File: config.mk
export PLATFORM = sky130hd
export DESIGN_NAME = sirr_top
export DESIGN_NICKNAME = d
export VERILOG_FILES = /design/src/rtl/sirr_pkg.sv /design/src/rtl/sirr_sync.sv /design/src/rtl/sirr_top.sv
export SDC_FILE = /design/constraint.sdc
export NUM_CORES = 1
export LEC_CHECK = 0
export ABC_AREA = 0
export BUFFER_PORTS_ARGS = -buffer_cell sky130_fd_sc_hd__clkbuf_2
export CORE_MARGIN = 2
export CORE_UTILIZATION = 45
export CTS_CLUSTER_DIAMETER = 60
export DETAILED_ROUTE_END_ITERATION = 12
export PLACE_DENSITY = 0.67
export SYNTH_ARGS = -nofsm -noshare
export SYNTH_HDL_FRONTEND = slang
export SYNTH_HIERARCHICAL = 1
export SYNTH_SLANG_ARGS = --single-unit
export TNS_END_PERCENT = 50
File: constraint.sdc
create_clock -name mclk -period 2.28 [get_ports mclk]
set_clock_uncertainty 0.1 [all_clocks]
set_input_delay 0.456 -clock mclk [delete_from_list [all_inputs] [get_ports mclk]]
set_output_delay 0.456 -clock mclk [all_outputs]
set_load 0.03 [all_outputs]
File: src/rtl/sirr_pkg.sv
// Package of constants and carrier types for the status and information read responder.
package sirr_pkg;

	// ==========================================================================
	// Query op-codes
	localparam logic [7:0] OP_SOURCE   = 8'hb6;
	localparam logic [7:0] OP_DISPLAY  = 8'hb8;
	localparam logic [7:0] OP_SYSINFO  = 8'hba;
	localparam logic [7:0] OP_FLASH    = 8'hbb;
	localparam logic [7:0] OP_SHORT    = 8'hc0;

	// ==========================================================================
	// Response lengths in bytes
	localparam logic [3:0] LEN_SOURCE  = 4'hf;
	localparam logic [3:0] LEN_DISPLAY = 4'hc;
	localparam logic [3:0] LEN_SYSINFO = 4'h2;
	localparam logic [3:0] LEN_FLASH   = 4'h3;
	localparam logic [3:0] LEN_SHORT   = 4'h4;
	localparam int         RESP_BYTES  = 15;

	// ==========================================================================
	// Source type codes
	localparam logic [7:0] SRC_VIDEO   = 8'h00;
	localparam logic [7:0] SRC_PATTERN = 8'h01;
	localparam logic [7:0] SRC_SPLASH  = 8'h02;
	localparam logic [7:0] SRC_STANDBY = 8'h03;

	// ==========================================================================
	// Video format, pattern, colour, reset cause and product codes
	localparam logic [7:0] FMT_SERIAL    = 8'h00;
	localparam logic [7:0] FMT_PARALLEL  = 8'h40;
	localparam logic [3:0] PAT_LAST      = 4'h8;
	localparam logic [3:0] COLOR_LAST    = 4'h7;
	localparam logic [2:0] SPLASH_LAST   = 3'h7;
	localparam logic [7:0] RST_POWERUP   = 8'h00;
	localparam logic [7:0] RST_PIN       = 8'h01;
	localparam logic [7:0] RST_OVERTEMP  = 8'h04;
	localparam logic [7:0] RST_SW_CYCLE  = 8'h05;
	localparam logic [7:0] RST_HOST      = 8'h07;
	localparam logic [7:0] RST_CTRL_ONLY = 8'h08;
	localparam logic [7:0] PROD_HUD      = 8'h00;
	localparam logic [7:0] PROD_LIGHT    = 8'h01;
	localparam logic [1:0] APP_BOOT      = 2'h0;
	localparam logic [1:0] APP_STANDBY   = 2'h1;
	localparam logic [1:0] APP_DISPLAY   = 2'h2;

	// ==========================================================================
	// Flash read op-codes, one per capability bit
	localparam logic [7:0] FL_FAST   = 8'h0b;
	localparam logic [7:0] FL_DUAL_O = 8'h3b;
	localparam logic [7:0] FL_DUAL_IO = 8'hbb;
	localparam logic [7:0] FL_QUAD_O = 8'h6b;
	localparam logic [7:0] FL_QUAD_IO = 8'heb;

	// ==========================================================================
	// Register offsets of the plain register port
	localparam logic [4:0] REG_SRC_TYPE   = 5'h00;
	localparam logic [4:0] REG_VSYNC      = 5'h01;
	localparam logic [4:0] REG_VID_FMT    = 5'h02;
	localparam logic [4:0] REG_POL        = 5'h03;
	localparam logic [4:0] REG_PCLK       = 5'h04;
	localparam logic [4:0] REG_TOT_PIX    = 5'h05;
	localparam logic [4:0] REG_TOT_LINES  = 5'h06;
	localparam logic [4:0] REG_ACT_PIX    = 5'h07;
	localparam logic [4:0] REG_ACT_LINES  = 5'h08;
	localparam logic [4:0] REG_PATTERN    = 5'h09;
	localparam logic [4:0] REG_SPLASH     = 5'h0a;
	localparam logic [4:0] REG_DISPLAY    = 5'h0b;
	localparam logic [4:0] REG_INDICES    = 5'h0c;
	localparam logic [4:0] REG_SYSINFO    = 5'h0d;
	localparam logic [4:0] REG_FLASH      = 5'h0e;
	localparam logic [4:0] REG_STATUS     = 5'h0f;
	localparam logic [4:0] REG_ERROR      = 5'h10;
	localparam logic [4:0] REG_LIVE       = 5'h11;

	// ==========================================================================
	// Field positions
	localparam int POL_DVALID = 3;
	localparam int POL_EDGE   = 2;
	localparam int POL_LINE   = 1;
	localparam int POL_FRAME  = 0;
	localparam int ST_SHUT    = 5;
	localparam int ST_AVAIL   = 3;
	localparam int ST_BUSY    = 2;
	localparam int ST_REQ     = 1;
	localparam int ST_INIT    = 0;
	localparam int ERR_COMM   = 12;

	// ==========================================================================
	// Carrier types
	typedef struct packed {
		logic [7:0] op;
		logic [7:0] tag;
	} sirr_query_t;

	typedef struct packed {
		logic       valid;
		logic [3:0] idx;
		logic [7:0] data;
		logic       last;
	} sirr_byte_t;

endpackage : sirr_pkg

File: src/rtl/sirr_sync.sv
// Two-flop synchroniser for a group of levels from outside the clock domain.
`timescale 1ns/1ns
module sirr_sync #(
	parameter int W = 1
) (
	// Clock and reset
	input  wire logic         mclk,
	input  wire logic         reset,
	// Levels
	input  wire logic [W-1:0] async_in,
	output logic      [W-1:0] sync_out
);

	logic [W-1:0] meta_reg;

	// The first stage is read only by the second stage.
	always_ff @(posedge mclk) begin
		if (reset) begin
			meta_reg <= '0;
			sync_out <= '0;
		end else begin
			meta_reg <= async_in;
			sync_out <= meta_reg;
		end
	end

endmodule : sirr_sync

File: src/rtl/sirr_top.sv
// Status and information read responder: builds query answers and streams them out.
// Function
// - Source query always answers fifteen bytes.
// - Byte one encodes source type.
// - Bytes two, three: frame rate, eighth hertz.
// - Video format byte: serial or parallel.
// - Data-valid polarity and sampling edge bits.
// - Line and frame sync polarity bits.
// - Pixel clock, eighth megahertz, little endian.
// - Four timing counts, little endian.
// - Byte four encodes test pattern type.
// - Foreground and background colour nibbles.
// - Unused trailing source bytes are zero.
// - Splash index zero to seven.
// - Display info: illumination, flips, indices.
// - Reset cause byte codes.
// - Product configuration byte codes.
// - Flash capability bits, upper bits zero.
// - Maximum flash clock times one hundred.
// - Flash read op-codes per capability.
// - Short status answered directly from hardware.
// - Short status application and mode bits.
// - Short status flag bit positions.
// - Communication error bit and error code.
// - Busy while receive buffer full.
// - New prefetch replaces unfetched data silently.
`timescale 1ns/1ns
module sirr_top (
	// Clock and reset
	input  wire logic                 mclk,
	input  wire logic                 reset,
	// Register port
	input  wire logic [4:0]           reg_addr,
	input  wire logic [31:0]          reg_wdata,
	input  wire logic                 reg_wr,
	input  wire logic                 reg_rd,
	output logic      [31:0]          reg_rdata,
	// Query request from the command interpreter
	input  wire sirr_pkg::sirr_query_t query,
	input  wire logic                 query_valid,
	// Live status levels from other clock domains
	input  wire logic                 rx_buffer_full,
	input  wire logic                 prefetch_pulse_lvl,
	input  wire logic                 fetch_done_lvl,
	// Response byte stream
	output sirr_pkg::sirr_byte_t      resp,
	output logic                      busy
);

	// ==========================================================================
	// Synchronised live levels
	logic [2:0] live_sync;
	logic [2:0] live_prev_reg;

	sirr_sync #(.W(3)) u_sync (
		.mclk     (mclk),
		.reset    (reset),
		.async_in ({rx_buffer_full, prefetch_pulse_lvl, fetch_done_lvl}),
		.sync_out (live_sync)
	);

	always_ff @(posedge mclk) begin
		if (reset) begin
			live_prev_reg <= '0;
		end else begin
			live_prev_reg <= live_sync;
		end
	end

	// Toggle levels mark one prefetch or one fetch per change.
	logic prefetch_evt;
	logic fetch_evt;
	assign prefetch_evt = live_sync[1] ^ live_prev_reg[1];
	assign fetch_evt    = live_sync[0] ^ live_prev_reg[0];

	// ==========================================================================
	// Software-written settings
	logic [7:0]  src_type_reg;
	logic [15:0] vsync_reg;
	logic [7:0]  vid_fmt_reg;
	logic [3:0]  pol_reg;
	logic [15:0] pclk_reg;
	logic [15:0] tot_pix_reg;
	logic [15:0] tot_lines_reg;
	logic [15:0] act_pix_reg;
	logic [15:0] act_lines_reg;
	logic [11:0] pattern_reg;
	logic [2:0]  splash_reg;
	logic [2:0]  display_reg;
	logic [31:0] indices_reg;
	logic [15:0] sysinfo_reg;
	logic [23:0] flash_reg;
	logic [7:0]  status_reg;
	logic [7:0]  tag_reg;
	logic [12:0] error_reg;
	logic        avail_reg;

	always_ff @(posedge mclk) begin
		if (reset) begin
			src_type_reg  <= sirr_pkg::SRC_STANDBY;
			vsync_reg     <= '0;
			vid_fmt_reg   <= sirr_pkg::FMT_SERIAL;
			pol_reg       <= '0;
			pclk_reg      <= '0;
			tot_pix_reg   <= '0;
			tot_lines_reg <= '0;
			act_pix_reg   <= '0;
			act_lines_reg <= '0;
			pattern_reg   <= '0;
			splash_reg    <= '0;
			display_reg   <= '0;
			indices_reg   <= '0;
			sysinfo_reg   <= {sirr_pkg::PROD_LIGHT, sirr_pkg::RST_POWERUP};
			flash_reg     <= '0;
			status_reg    <= '0;
			tag_reg       <= '0;
			error_reg     <= '0;
		end else if (reg_wr) begin
			unique case (reg_addr)
				sirr_pkg::REG_SRC_TYPE: begin
					// Codes above standby fold to standby.
					src_type_reg <= (reg_wdata[7:0] > sirr_pkg::SRC_STANDBY) ?
						sirr_pkg::SRC_STANDBY : reg_wdata[7:0];
				end
				sirr_pkg::REG_VSYNC:     vsync_reg     <= reg_wdata[15:0];
				sirr_pkg::REG_VID_FMT: begin
					vid_fmt_reg <= reg_wdata[0] ? sirr_pkg::FMT_PARALLEL :
						sirr_pkg::FMT_SERIAL;
				end
				sirr_pkg::REG_POL:       pol_reg       <= reg_wdata[3:0];
				sirr_pkg::REG_PCLK:      pclk_reg      <= reg_wdata[15:0];
				sirr_pkg::REG_TOT_PIX:   tot_pix_reg   <= reg_wdata[15:0];
				sirr_pkg::REG_TOT_LINES: tot_lines_reg <= reg_wdata[15:0];
				sirr_pkg::REG_ACT_PIX:   act_pix_reg   <= reg_wdata[15:0];
				sirr_pkg::REG_ACT_LINES: act_lines_reg <= reg_wdata[15:0];
				sirr_pkg::REG_PATTERN:   pattern_reg   <= reg_wdata[11:0];
				sirr_pkg::REG_SPLASH:    splash_reg    <= reg_wdata[2:0];
				sirr_pkg::REG_DISPLAY:   display_reg   <= reg_wdata[2:0];
				sirr_pkg::REG_INDICES:   indices_reg   <= reg_wdata;
				sirr_pkg::REG_SYSINFO:   sysinfo_reg   <= reg_wdata[15:0];
				sirr_pkg::REG_FLASH:     flash_reg     <= {reg_wdata[23:8], 3'h0, reg_wdata[4:0]};
				sirr_pkg::REG_STATUS: begin
					status_reg <= {reg_wdata[7:6], reg_wdata[5], 5'h0};
					status_reg[sirr_pkg::ST_REQ]  <= reg_wdata[sirr_pkg::ST_REQ];
					status_reg[sirr_pkg::ST_INIT] <= reg_wdata[sirr_pkg::ST_INIT];
					tag_reg <= reg_wdata[15:8];
				end
				sirr_pkg::REG_ERROR:     error_reg     <= reg_wdata[12:0];
				default: ;
			endcase
		end
	end

	// Availability: a prefetch sets it, a fetch clears it; a new prefetch just re-sets it,
	// so older unfetched data is dropped with no error shown.
	always_ff @(posedge mclk) begin
		if (reset) begin
			avail_reg <= 1'b0;
		end else if (prefetch_evt) begin
			avail_reg <= 1'b1;
		end else if (fetch_evt) begin
			avail_reg <= 1'b0;
		end
	end

	// ==========================================================================
	// Register read-back
	always_ff @(posedge mclk) begin
		if (reset) begin
			reg_rdata <= '0;
		end else if (reg_rd) begin
			unique case (reg_addr)
				sirr_pkg::REG_SRC_TYPE:  reg_rdata <= {24'h0, src_type_reg};
				sirr_pkg::REG_VSYNC:     reg_rdata <= {16'h0, vsync_reg};
				sirr_pkg::REG_VID_FMT:   reg_rdata <= {24'h0, vid_fmt_reg};
				sirr_pkg::REG_POL:       reg_rdata <= {28'h0, pol_reg};
				sirr_pkg::REG_PCLK:      reg_rdata <= {16'h0, pclk_reg};
				sirr_pkg::REG_TOT_PIX:   reg_rdata <= {16'h0, tot_pix_reg};
				sirr_pkg::REG_TOT_LINES: reg_rdata <= {16'h0, tot_lines_reg};
				sirr_pkg::REG_ACT_PIX:   reg_rdata <= {16'h0, act_pix_reg};
				sirr_pkg::REG_ACT_LINES: reg_rdata <= {16'h0, act_lines_reg};
				sirr_pkg::REG_PATTERN:   reg_rdata <= {20'h0, pattern_reg};
				sirr_pkg::REG_SPLASH:    reg_rdata <= {29'h0, splash_reg};
				sirr_pkg::REG_DISPLAY:   reg_rdata <= {29'h0, display_reg};
				sirr_pkg::REG_INDICES:   reg_rdata <= indices_reg;
				sirr_pkg::REG_SYSINFO:   reg_rdata <= {16'h0, sysinfo_reg};
				sirr_pkg::REG_FLASH:     reg_rdata <= {8'h0, flash_reg};
				sirr_pkg::REG_STATUS:    reg_rdata <= {16'h0, tag_reg, status_word()};
				sirr_pkg::REG_ERROR:     reg_rdata <= {19'h0, error_reg};
				sirr_pkg::REG_LIVE:      reg_rdata <= {29'h0, live_sync};
				default:                 reg_rdata <= '0;
			endcase
		end
	end

	// ==========================================================================
	// Response assembly
	// Byte one of short status mixes software bits with live hardware flags.
	function automatic logic [7:0] status_word();
		logic [7:0] s;
		s = status_reg;
		s[4] = 1'b0;
		s[sirr_pkg::ST_AVAIL] = avail_reg;
		s[sirr_pkg::ST_BUSY]  = live_sync[2];
		return s;
	endfunction : status_word

	localparam int RESP_IDX = sirr_pkg::RESP_BYTES;
	logic [7:0] frame [RESP_IDX];
	logic [7:0] frame_next [sirr_pkg::RESP_BYTES];
	logic [3:0] len_next;

	always_comb begin
		for (int i = 0; i < sirr_pkg::RESP_BYTES; i++) begin
			frame_next[i] = 8'h00;
		end
		len_next = sirr_pkg::LEN_SHORT;
		unique case (query.op)
			sirr_pkg::OP_SOURCE: begin
				len_next = sirr_pkg::LEN_SOURCE;
				frame_next[0] = src_type_reg;
				if (src_type_reg != sirr_pkg::SRC_STANDBY) begin
					frame_next[1] = vsync_reg[7:0];
					frame_next[2] = vsync_reg[15:8];
				end
				if (src_type_reg == sirr_pkg::SRC_VIDEO) begin
					frame_next[3]  = vid_fmt_reg;
					frame_next[4]  = {4'h0, pol_reg};
					frame_next[5]  = pclk_reg[7:0];
					frame_next[6]  = pclk_reg[15:8];
					frame_next[7]  = tot_pix_reg[7:0];
					frame_next[8]  = tot_pix_reg[15:8];
					frame_next[9]  = tot_lines_reg[7:0];
					frame_next[10] = tot_lines_reg[15:8];
					frame_next[11] = act_pix_reg[7:0];
					frame_next[12] = act_pix_reg[15:8];
					frame_next[13] = act_lines_reg[7:0];
					frame_next[14] = act_lines_reg[15:8];
				end else if (src_type_reg == sirr_pkg::SRC_PATTERN) begin
					frame_next[3] = {4'h0, pattern_reg[3:0]};
					frame_next[4] = {indices_color(pattern_reg[7:4])};
				end else if (src_type_reg == sirr_pkg::SRC_SPLASH) begin
					frame_next[3] = {5'h0, splash_reg};
				end
			end
			sirr_pkg::OP_DISPLAY: begin
				len_next = sirr_pkg::LEN_DISPLAY;
				frame_next[0]  = {7'h0, display_reg[2]};
				frame_next[1]  = {6'h0, display_reg[1:0]};
				frame_next[8]  = indices_reg[7:0];
				frame_next[9]  = indices_reg[15:8];
				frame_next[10] = indices_reg[23:16];
				frame_next[11] = indices_reg[31:24];
			end
			sirr_pkg::OP_SYSINFO: begin
				len_next = sirr_pkg::LEN_SYSINFO;
				frame_next[0] = sysinfo_reg[7:0];
				frame_next[1] = sysinfo_reg[15:8];
			end
			sirr_pkg::OP_FLASH: begin
				len_next = sirr_pkg::LEN_FLASH;
				frame_next[0] = flash_reg[7:0];
				frame_next[1] = flash_reg[15:8];
				frame_next[2] = flash_reg[23:16];
			end
			default: begin
				len_next = sirr_pkg::LEN_SHORT;
				frame_next[0] = status_word();
				frame_next[1] = tag_reg;
				frame_next[2] = error_reg[7:0];
				frame_next[3] = {3'h0, error_reg[12:8]};
			end
		endcase
	end

	// Pattern colours: foreground high nibble, background low nibble, both as written.
	function automatic logic [7:0] indices_color(input logic [3:0] fg);
		return {fg, pattern_reg[11:8]};
	endfunction : indices_color

	// ==========================================================================
	// Byte streamer
	typedef enum logic [1:0] {
		SIRR_IDLE = 2'b01,
		SIRR_SEND = 2'b10
	} sirr_state_t;

	sirr_state_t state_reg;
	logic [3:0]  idx_reg;
	logic [3:0]  len_reg;

	always_ff @(posedge mclk) begin
		if (reset) begin
			state_reg <= SIRR_IDLE;
			idx_reg   <= '0;
			len_reg   <= '0;
			resp      <= '0;
			busy      <= 1'b0;
			for (int i = 0; i < sirr_pkg::RESP_BYTES; i++) begin
				frame[i] <= '0;
			end
		end else begin
			unique case (state_reg)
				SIRR_IDLE: begin
					resp <= '0;
					if (query_valid) begin
						frame     <= frame_next;
						len_reg   <= len_next;
						idx_reg   <= '0;
						busy      <= 1'b1;
						state_reg <= SIRR_SEND;
					end
				end
				SIRR_SEND: begin
					resp.valid <= 1'b1;
					resp.idx   <= idx_reg;
					resp.data  <= frame[idx_reg];
					resp.last  <= (idx_reg == len_reg - 4'h1);
					if (idx_reg == len_reg - 4'h1) begin
						busy      <= 1'b0;
						state_reg <= SIRR_IDLE;
					end else begin
						idx_reg <= idx_reg + 4'h1;
					end
				end
			endcase
		end
	end

	// ==========================================================================
	// Checks
	property p_src_len;
		@(posedge mclk) disable iff (reset)
		(state_reg == SIRR_IDLE && query_valid && query.op == sirr_pkg::OP_SOURCE)
			|-> ##16 (resp.valid && resp.last && resp.idx == 4'he);
	endproperty
	a_src_len: assert property (p_src_len) else $error("source answer not 15 bytes");

	property p_pad_zero;
		@(posedge mclk) disable iff (reset)
		(resp.valid && len_reg == sirr_pkg::LEN_SOURCE && idx_reg > 4'h9
			&& src_type_reg != sirr_pkg::SRC_VIDEO) |=> (resp.data == 8'h00);
	endproperty
	a_pad_zero: assert property (p_pad_zero) else $error("pad byte not zero");

	property p_busy_flag;
		@(posedge mclk) disable iff (reset)
		(query_valid && state_reg == SIRR_IDLE && query.op == sirr_pkg::OP_SHORT)
			|-> ##2 (resp.idx == 4'h0 && resp.data[sirr_pkg::ST_BUSY] == $past(live_sync[2], 2));
	endproperty
	a_busy_flag: assert property (p_busy_flag) else $error("busy bit wrong");

	property p_avail;
		@(posedge mclk) disable iff (reset)
		prefetch_evt |=> avail_reg;
	endproperty
	a_avail: assert property (p_avail) else $error("prefetch lost");

	property p_flash_hi;
		@(posedge mclk) disable iff (reset)
		flash_reg[7:5] == 3'h0;
	endproperty
	a_flash_hi: assert property (p_flash_hi) else $error("flash upper bits set");

	property p_short_len;
		@(posedge mclk) disable iff (reset)
		(state_reg == SIRR_IDLE && query_valid && query.op == sirr_pkg::OP_SHORT)
			|-> ##5 (resp.last && resp.idx == 4'h3);
	endproperty
	a_short_len: assert property (p_short_len) else $error("short status length");

	property p_reserved;
		@(posedge mclk) disable iff (reset)
		(resp.valid && len_reg == sirr_pkg::LEN_SHORT && resp.idx == 4'h0) |-> !resp.data[4];
	endproperty
	a_reserved: assert property (p_reserved) else $error("reserved status bit set");

	property p_src_type;
		@(posedge mclk) disable iff (reset)
		src_type_reg <= sirr_pkg::SRC_STANDBY;
	endproperty
	a_src_type: assert property (p_src_type) else $error("bad source type");

	c_source: cover property (@(posedge mclk) resp.last && len_reg == sirr_pkg::LEN_SOURCE);
	c_short:  cover property (@(posedge mclk) resp.last && len_reg == sirr_pkg::LEN_SHORT);
	c_flush:  cover property (@(posedge mclk) avail_reg && prefetch_evt);

endmodule : sirr_top

==> impl_metrics.ini, run 1 <==
[setup_path]
crit_path_cell_trace = nor4bb_1 > a21oi_1 > buf_12 > a221o_1 > o211ai_1 > a21oi_1
slowest_delay_ps = 490
cp-start-kind = flop
critPathTopFamily = compound AO/OA/AOI/OAI gates
path_max_fanout = 16
crit_arrival_ps = 2560
cp-end-kind = flop
worstSetupPathType = flop to flop
critical-path-slowest-cell = nor4bb_1
path_buf_inv = 1
crit_required_ps = 2640
cpMostUsedCell = a21oi_1

[synth]
netlist.area_leader.share = 0.458
seq_area_frac_synth = 0.458
ys_top_cells_by_area = dfxtp_1, nand2_1, a22oi_1
synth.distinct_cells = 80
yosys_warnings = 6
synthFlopType = dfxtp_1
synth.largest_area_cell = dfxtp_1
synth_edf_count = 0
netlist_area_um2 = 17700
synth-seq-cells = 405
post_synth.cell_area_avg_um2 = 8.68
synth-async-reset-ratio = 0
synth_cells = 2039
synth_commonest_cells = nand2_1, dfxtp_1, a21oi_1
yosysMostFrequentCell = nand2_1
synth_fp_nets = 2102

[sta]
period_needed_ps = 2200
setup_viol = 0
fin_setup_tns_ps = 0
hold_violations = 0
period_share = 0.967
rsz0062_at_grt = no
report.final.slew_viol_count = 0
fmax_mhz = 454
slew_headroom = 0.162
worstMarginPinSlew_ps = 1250

[floorplanning]
die_area_um2 = 40900
start_util = 0.457
fp.dieH_um = 202
die_w_um = 202
io_pins = 108
core_um2 = 38700
rows = 72

[placement]
detailed_place_hpwl_um = 51800
dp.cells = 2638
port_buffers = 99
gp_congestion = 0.976

[route]
drtPass1Iterations = 6
routed_wl_um = 73000
antenna_left = 0
drtIter0Drc = 2449
wl_per_cell_um = 26.7
drc = 0
via_per_inst = 6.28
via_count = 17100

[cts]
clk_latency_ps = 590
cts-root-buf = clkbuf_16
clock-sinks = 405
cts_buffer_depth = 3
post_cts_buffers = 0
clkTransAtPathRegs_ps = 60
cts_resized = 0
htreeDepth = 2
cts_tree = built
cts_hold_buf = 18
cts_buffers = 44

[grt]
grt_overflow_total = 0
antenna_found_initial = 2
grt_util_all_layers = 0.353
grt_max_degree = 109
grt_pass1_wl_um = 107000
grt_pass1_vias = 16200

[finish]
nets = 2247
layout-drive-gt1-share = 0.183
fin_cells = 2731
areaGrowthSynthToFinish_pct = 20.0
largest_register_ffs = 118

[power]
leakage_uw = 0.00743
power_density_nw_per_um2 = 711
ir_worst_vdd_mv = 0.534

[run_status]
status = completed

[job]
drv_cap = 0

[worst_hold_path]
min_path_type = input port to flop
kinds of logic after synthesis:
group                    count (synthesis)  share of synthesized area
AO/OA/AOI/OAI                          573                      0.210
flip-flops                             405                      0.458
XOR/XNOR                                 7                    0.00424
adder cells (fa/ha/maj)                  2                    0.00141
buffers and inverters                  187                     0.0484
multiplexers                           110                     0.0853
AND/OR/NAND/NOR                        755                      0.193
layer usage:
| layer | vias up | wire, um | track usage |
|---|---|---|---|
| met3 | 228 | 7580 | 0.0719 |
| met1 | 8245 | 28700 | 0.464 |
| li1 | 7538 | - | - |
| met2 | 1124 | 32600 | 0.551 |
| met5 | - | 31 | 0 |
| met4 | 4 | 4120 | 0.179 |
worst register-to-register path, stage by stage (launching register included):
cell	delay, ps
dfxtp_1	320
nor4bb_1	490
a21oi_1	210
buf_12	200
a221o_1	450
o211ai_1	200
a21oi_1	110
where the power goes:
| part | switching (uW) | internal, uW |
|---|---|---|
| logic | 679 | 340 |
| clock network | 3050 | 3840 |
| registers | 56.7 | 7130 |
path summary, 6_finish.rpt:
check                                startpoint                       endpoint  slack [ps]  cells past startpoint
hold reg to reg   u_sync/meta_reg[1]$_SDFF_PP0_  u_sync/sync_out[1]$_SDFF_PP0_         340                      1
setup / recovery   src_type_reg[0]$_SDFFE_PP1P_         frame[98]$_SDFFE_PP0P_          80                      6
hold / removal                    reg_wdata[23]     flash_reg[23]$_SDFFE_PP0P_          40                      3
setup reg to reg   src_type_reg[0]$_SDFFE_PP1P_         frame[98]$_SDFFE_PP0P_          80                      6
per-stage QoR:
stage	utilization	power (uW)	cell area (um2)	hold WS, ps	worst slack (ps)
floorplan	-	7820	17700	314	249
global placement	0.509	8290	19700	333	-210
detailed placement	0.509	8300	19700	334	-171
CTS	0.548	15100	21200	25.2	111
global route	0.548	15500	21200	36.8	55.8
finish	0.548	15100	21200	38.1	75.3
placed cells by master (no fill, tap or decap), drive strengths merged, types with 4 or more instances in the layout:
| cell type | Yosys | layout |
|---|---|---|
| mux4 | 31 | 31 |
| o21ai | 52 | 52 |
| dfxtp | 405 | 405 |
| nor2b | 25 | 25 |
| o211ai | 13 | 13 |
| a2bb2oi | 13 | 13 |
| mux2i | 63 | 63 |
| mux2 | 16 | 16 |
| nand3 | 16 | 16 |
| a32oi | 9 | 9 |
| nand3b | 5 | 5 |
| a221oi | 18 | 18 |
| a21oi | 241 | 241 |
| clkinv | 1 | 10 |
| nor4 | 7 | 7 |
| nand2b | 11 | 11 |
| buf | 57 | 162 |
| dlygate4sd3 | 0 | 18 |
| inv | 7 | 9 |
| a22o | 5 | 5 |
| and4 | 8 | 8 |
| a31oi | 9 | 9 |
| nor2 | 149 | 149 |
| a222oi | 11 | 11 |
| a221o | 8 | 8 |
| a21o | 6 | 6 |
| a211oi | 7 | 7 |
| and3b | 4 | 4 |
| nand4 | 5 | 5 |
| nand2 | 446 | 446 |
| nor3 | 25 | 25 |
| and2 | 21 | 21 |
| xnor2 | 4 | 4 |
| a22oi | 160 | 160 |
| clkbuf | 122 | 157 |
| nor3b | 4 | 4 |
| and3 | 14 | 14 |
layout make-up:
| class | count | area [um2] |
|---|---|---|
| inverter | 8 | 30.0 |
| sequential | 405 | 8110 |
| clock inverter | 15 | 145 |
| timing repair buffer | 278 | 2340 |
| tap | 518 | 648 |
| antenna | 1 | 2.50 |
| clock buffer | 59 | 1210 |
| multi-input combinational | 1447 | 8750 |
| fill | 3567 | 17500 |
(Power assumes the default switching activity.)
==> run 2: changes to the inputs <==
CORE_MARGIN = not set   (was 2)
==> run 2 against run 1 <==
Net effect: worst hold slack got worse by 27 ps; non-clock buffer count increased by 13; design area increased by 1.3%; die area decreased by 2.0%; core utilization increased by 0.69 points; final cell count increased by 0.81%; maximum frequency decreased by 0.56%; first-iteration DRC count decreased by 8.1%; critical path type unchanged; clock power increased by 11%; critical path depth decreased by 2; critical endpoint is now resp[7]$_SDFF_PP0_; via count decreased by 0.23%; flip-flop and latch count unchanged.
==> impl_metrics.ini, run 2 (synthesis results as in run 1) <==
[run_status]
status = completed

[cts]
cts_tree = built
htreeDepth = 2
clock-sinks = 405
cts_buffers = 45
cts-root-buf = clkbuf_16
clk_latency_ps = 590
cts_buffer_depth = 3
clkTransAtPathRegs_ps = 60

[worst_hold_path]
holdPathStages = 3
min_path_type = input port to flop
holdCritStartpoint = reg_wdata[17]
worst_hold_path.endpoint = indices_reg[17]$_SDFFE_PP0P_

[route]
drc = 0
wl_per_cell_um = 26.0
drtIter0Drc = 2251
routed_wl_um = 71600
via_per_inst = 6.21
via_count = 17100
drtPass1Iterations = 6
antenna_left = 0

[setup_path]
reg2reg_slack_ps = 60
reg2reg_to = resp[7]$_SDFF_PP0_
worstSetupPathType = flop to flop
path_max_fanout = 8
cp-start-kind = flop
timing.rr.start = idx_reg[0]$_SDFFE_PP0P_
crit_required_ps = 2660
crit_arrival_ps = 2600
cp-end-kind = flop
reg2reg_depth = 4

[floorplanning]
start_util = 0.457
rows = 72
core_um2 = 38700
io_pins = 108
fp.dieH_um = 200
die_w_um = 200
die_area_um2 = 40100

[finish]
fillers = 3584
multi_input_area_um2 = 8740
nets = 2261
areaGrowthSynthToFinish_pct = 21.5
antenna_cells = 0
fin_cells = 2753
design_area_um2 = 21500
layout-drive-gt1-share = 0.193
largest_register_ffs = 118
final_cell_mix = nand2_1, dfxtp_1, a21oi_1
layout.cells.most_common = nand2_1
ff_latch_area_um2 = 8110

[sta]
fin_setup_tns_ps = 0
period_share = 0.972
slew_headroom = 0.253
report.final.slew_viol_count = 0
rsz0062_at_grt = no
fmax_mhz = 451
hold_violations = 0
setup_viol = 0
worstMarginPinSlew_ps = 1110
period_needed_ps = 2220
layout_setup_ws_ps = 62.9

[power]
ir_worst_vdd_mv = 0.562
power_density_nw_per_um2 = 738
leakage_uw = 0.00760
total_power_uw = 15900

[grt]
grt_util_all_layers = 0.351
grt_max_degree = 108
grt_pass1_vias = 16200
grt_overflow_total = 0
antenna_found_initial = 4
grt_pass1_wl_um = 106000

[placement]
gp_congestion = 0.989
port_buffers = 99
placed_area_um2 = 19800
pre_cts_ws_ps = -200
dp.cells = 2655
detailed_place_hpwl_um = 50700

[job]
drv_cap = 0
-- run 2: worst max-delay path by stage --
stage,start,end,cells after the start
final,idx_reg[0]$_SDFFE_PP0P_,resp[7]$_SDFF_PP0_,4
after global routing,src_type_reg[3]$_SDFFE_PP0P_,frame[82]$_SDFFE_PP0P_,5
after CTS,idx_reg[0]$_SDFFE_PP0P_,resp[4]$_SDFF_PP0_,4
after detailed placement,reg_addr[0],reg_rdata[5]$_SDFFE_PP0P_,7
after global placement,reg_addr[0],reg_rdata[5]$_SDFFE_PP0P_,7
after floorplan,reg_addr[2],act_lines_reg[10]$_SDFFE_PP0P_,7
-- run 2: power by group --
group | switching [uW] | internal [uW]
logic | 673 | 347
clock network | 3140 | 4510
registers | 58.4 | 7130
-- run 2: layout make-up --
cell class / count / share of cell area
multi-input cells: 1447 / 0.406
flip-flops and latches: 405 / 0.377
repair buffers: 291 / 0.112
clock buffers: 68 / 0.0634
well taps: 518 / 0.0301
clock inverters: 16 / 0.00931
inverters: 8 / 0.00140
-- run 2: timing repair --
action                     CTS  global route
hold endpoints to repair    16             0
setup buffers                0             0
hold buffers                14             0
setup endpoints to repair    0             3
gates resized for setup      0             1
-- run 2: routing by layer --
| metal | GRT usage | wire [um] | vias to the layer above | share of wire |
|---|---|---|---|---|
| met5 | 0 | 27 | - | 0.00038 |
| met4 | 0.195 | 4420 | 4 | 0.062 |
| met3 | 0.0766 | 7970 | 202 | 0.11 |
| met2 | 0.537 | 31400 | 1109 | 0.44 |
| met1 | 0.459 | 27800 | 8203 | 0.39 |
| li1 | - | - | 7582 | - |
-- run 2: critical path, cell delays in order (launching register included) --
cell and delay, ps:
dfxtp_4 470, buf_12 180, mux4_2 590, mux4_2 580, and2_1 190
-- run 2: stage by stage --
step	hold slack (ps)	utilization
2_1_floorplan	314	-
3_3_place_gp	331	0.511
3_5_place_dp	329	0.511
4_1_cts	0.231	0.555
5_1_grt	21.0	0.555
6_report	11.6	0.555
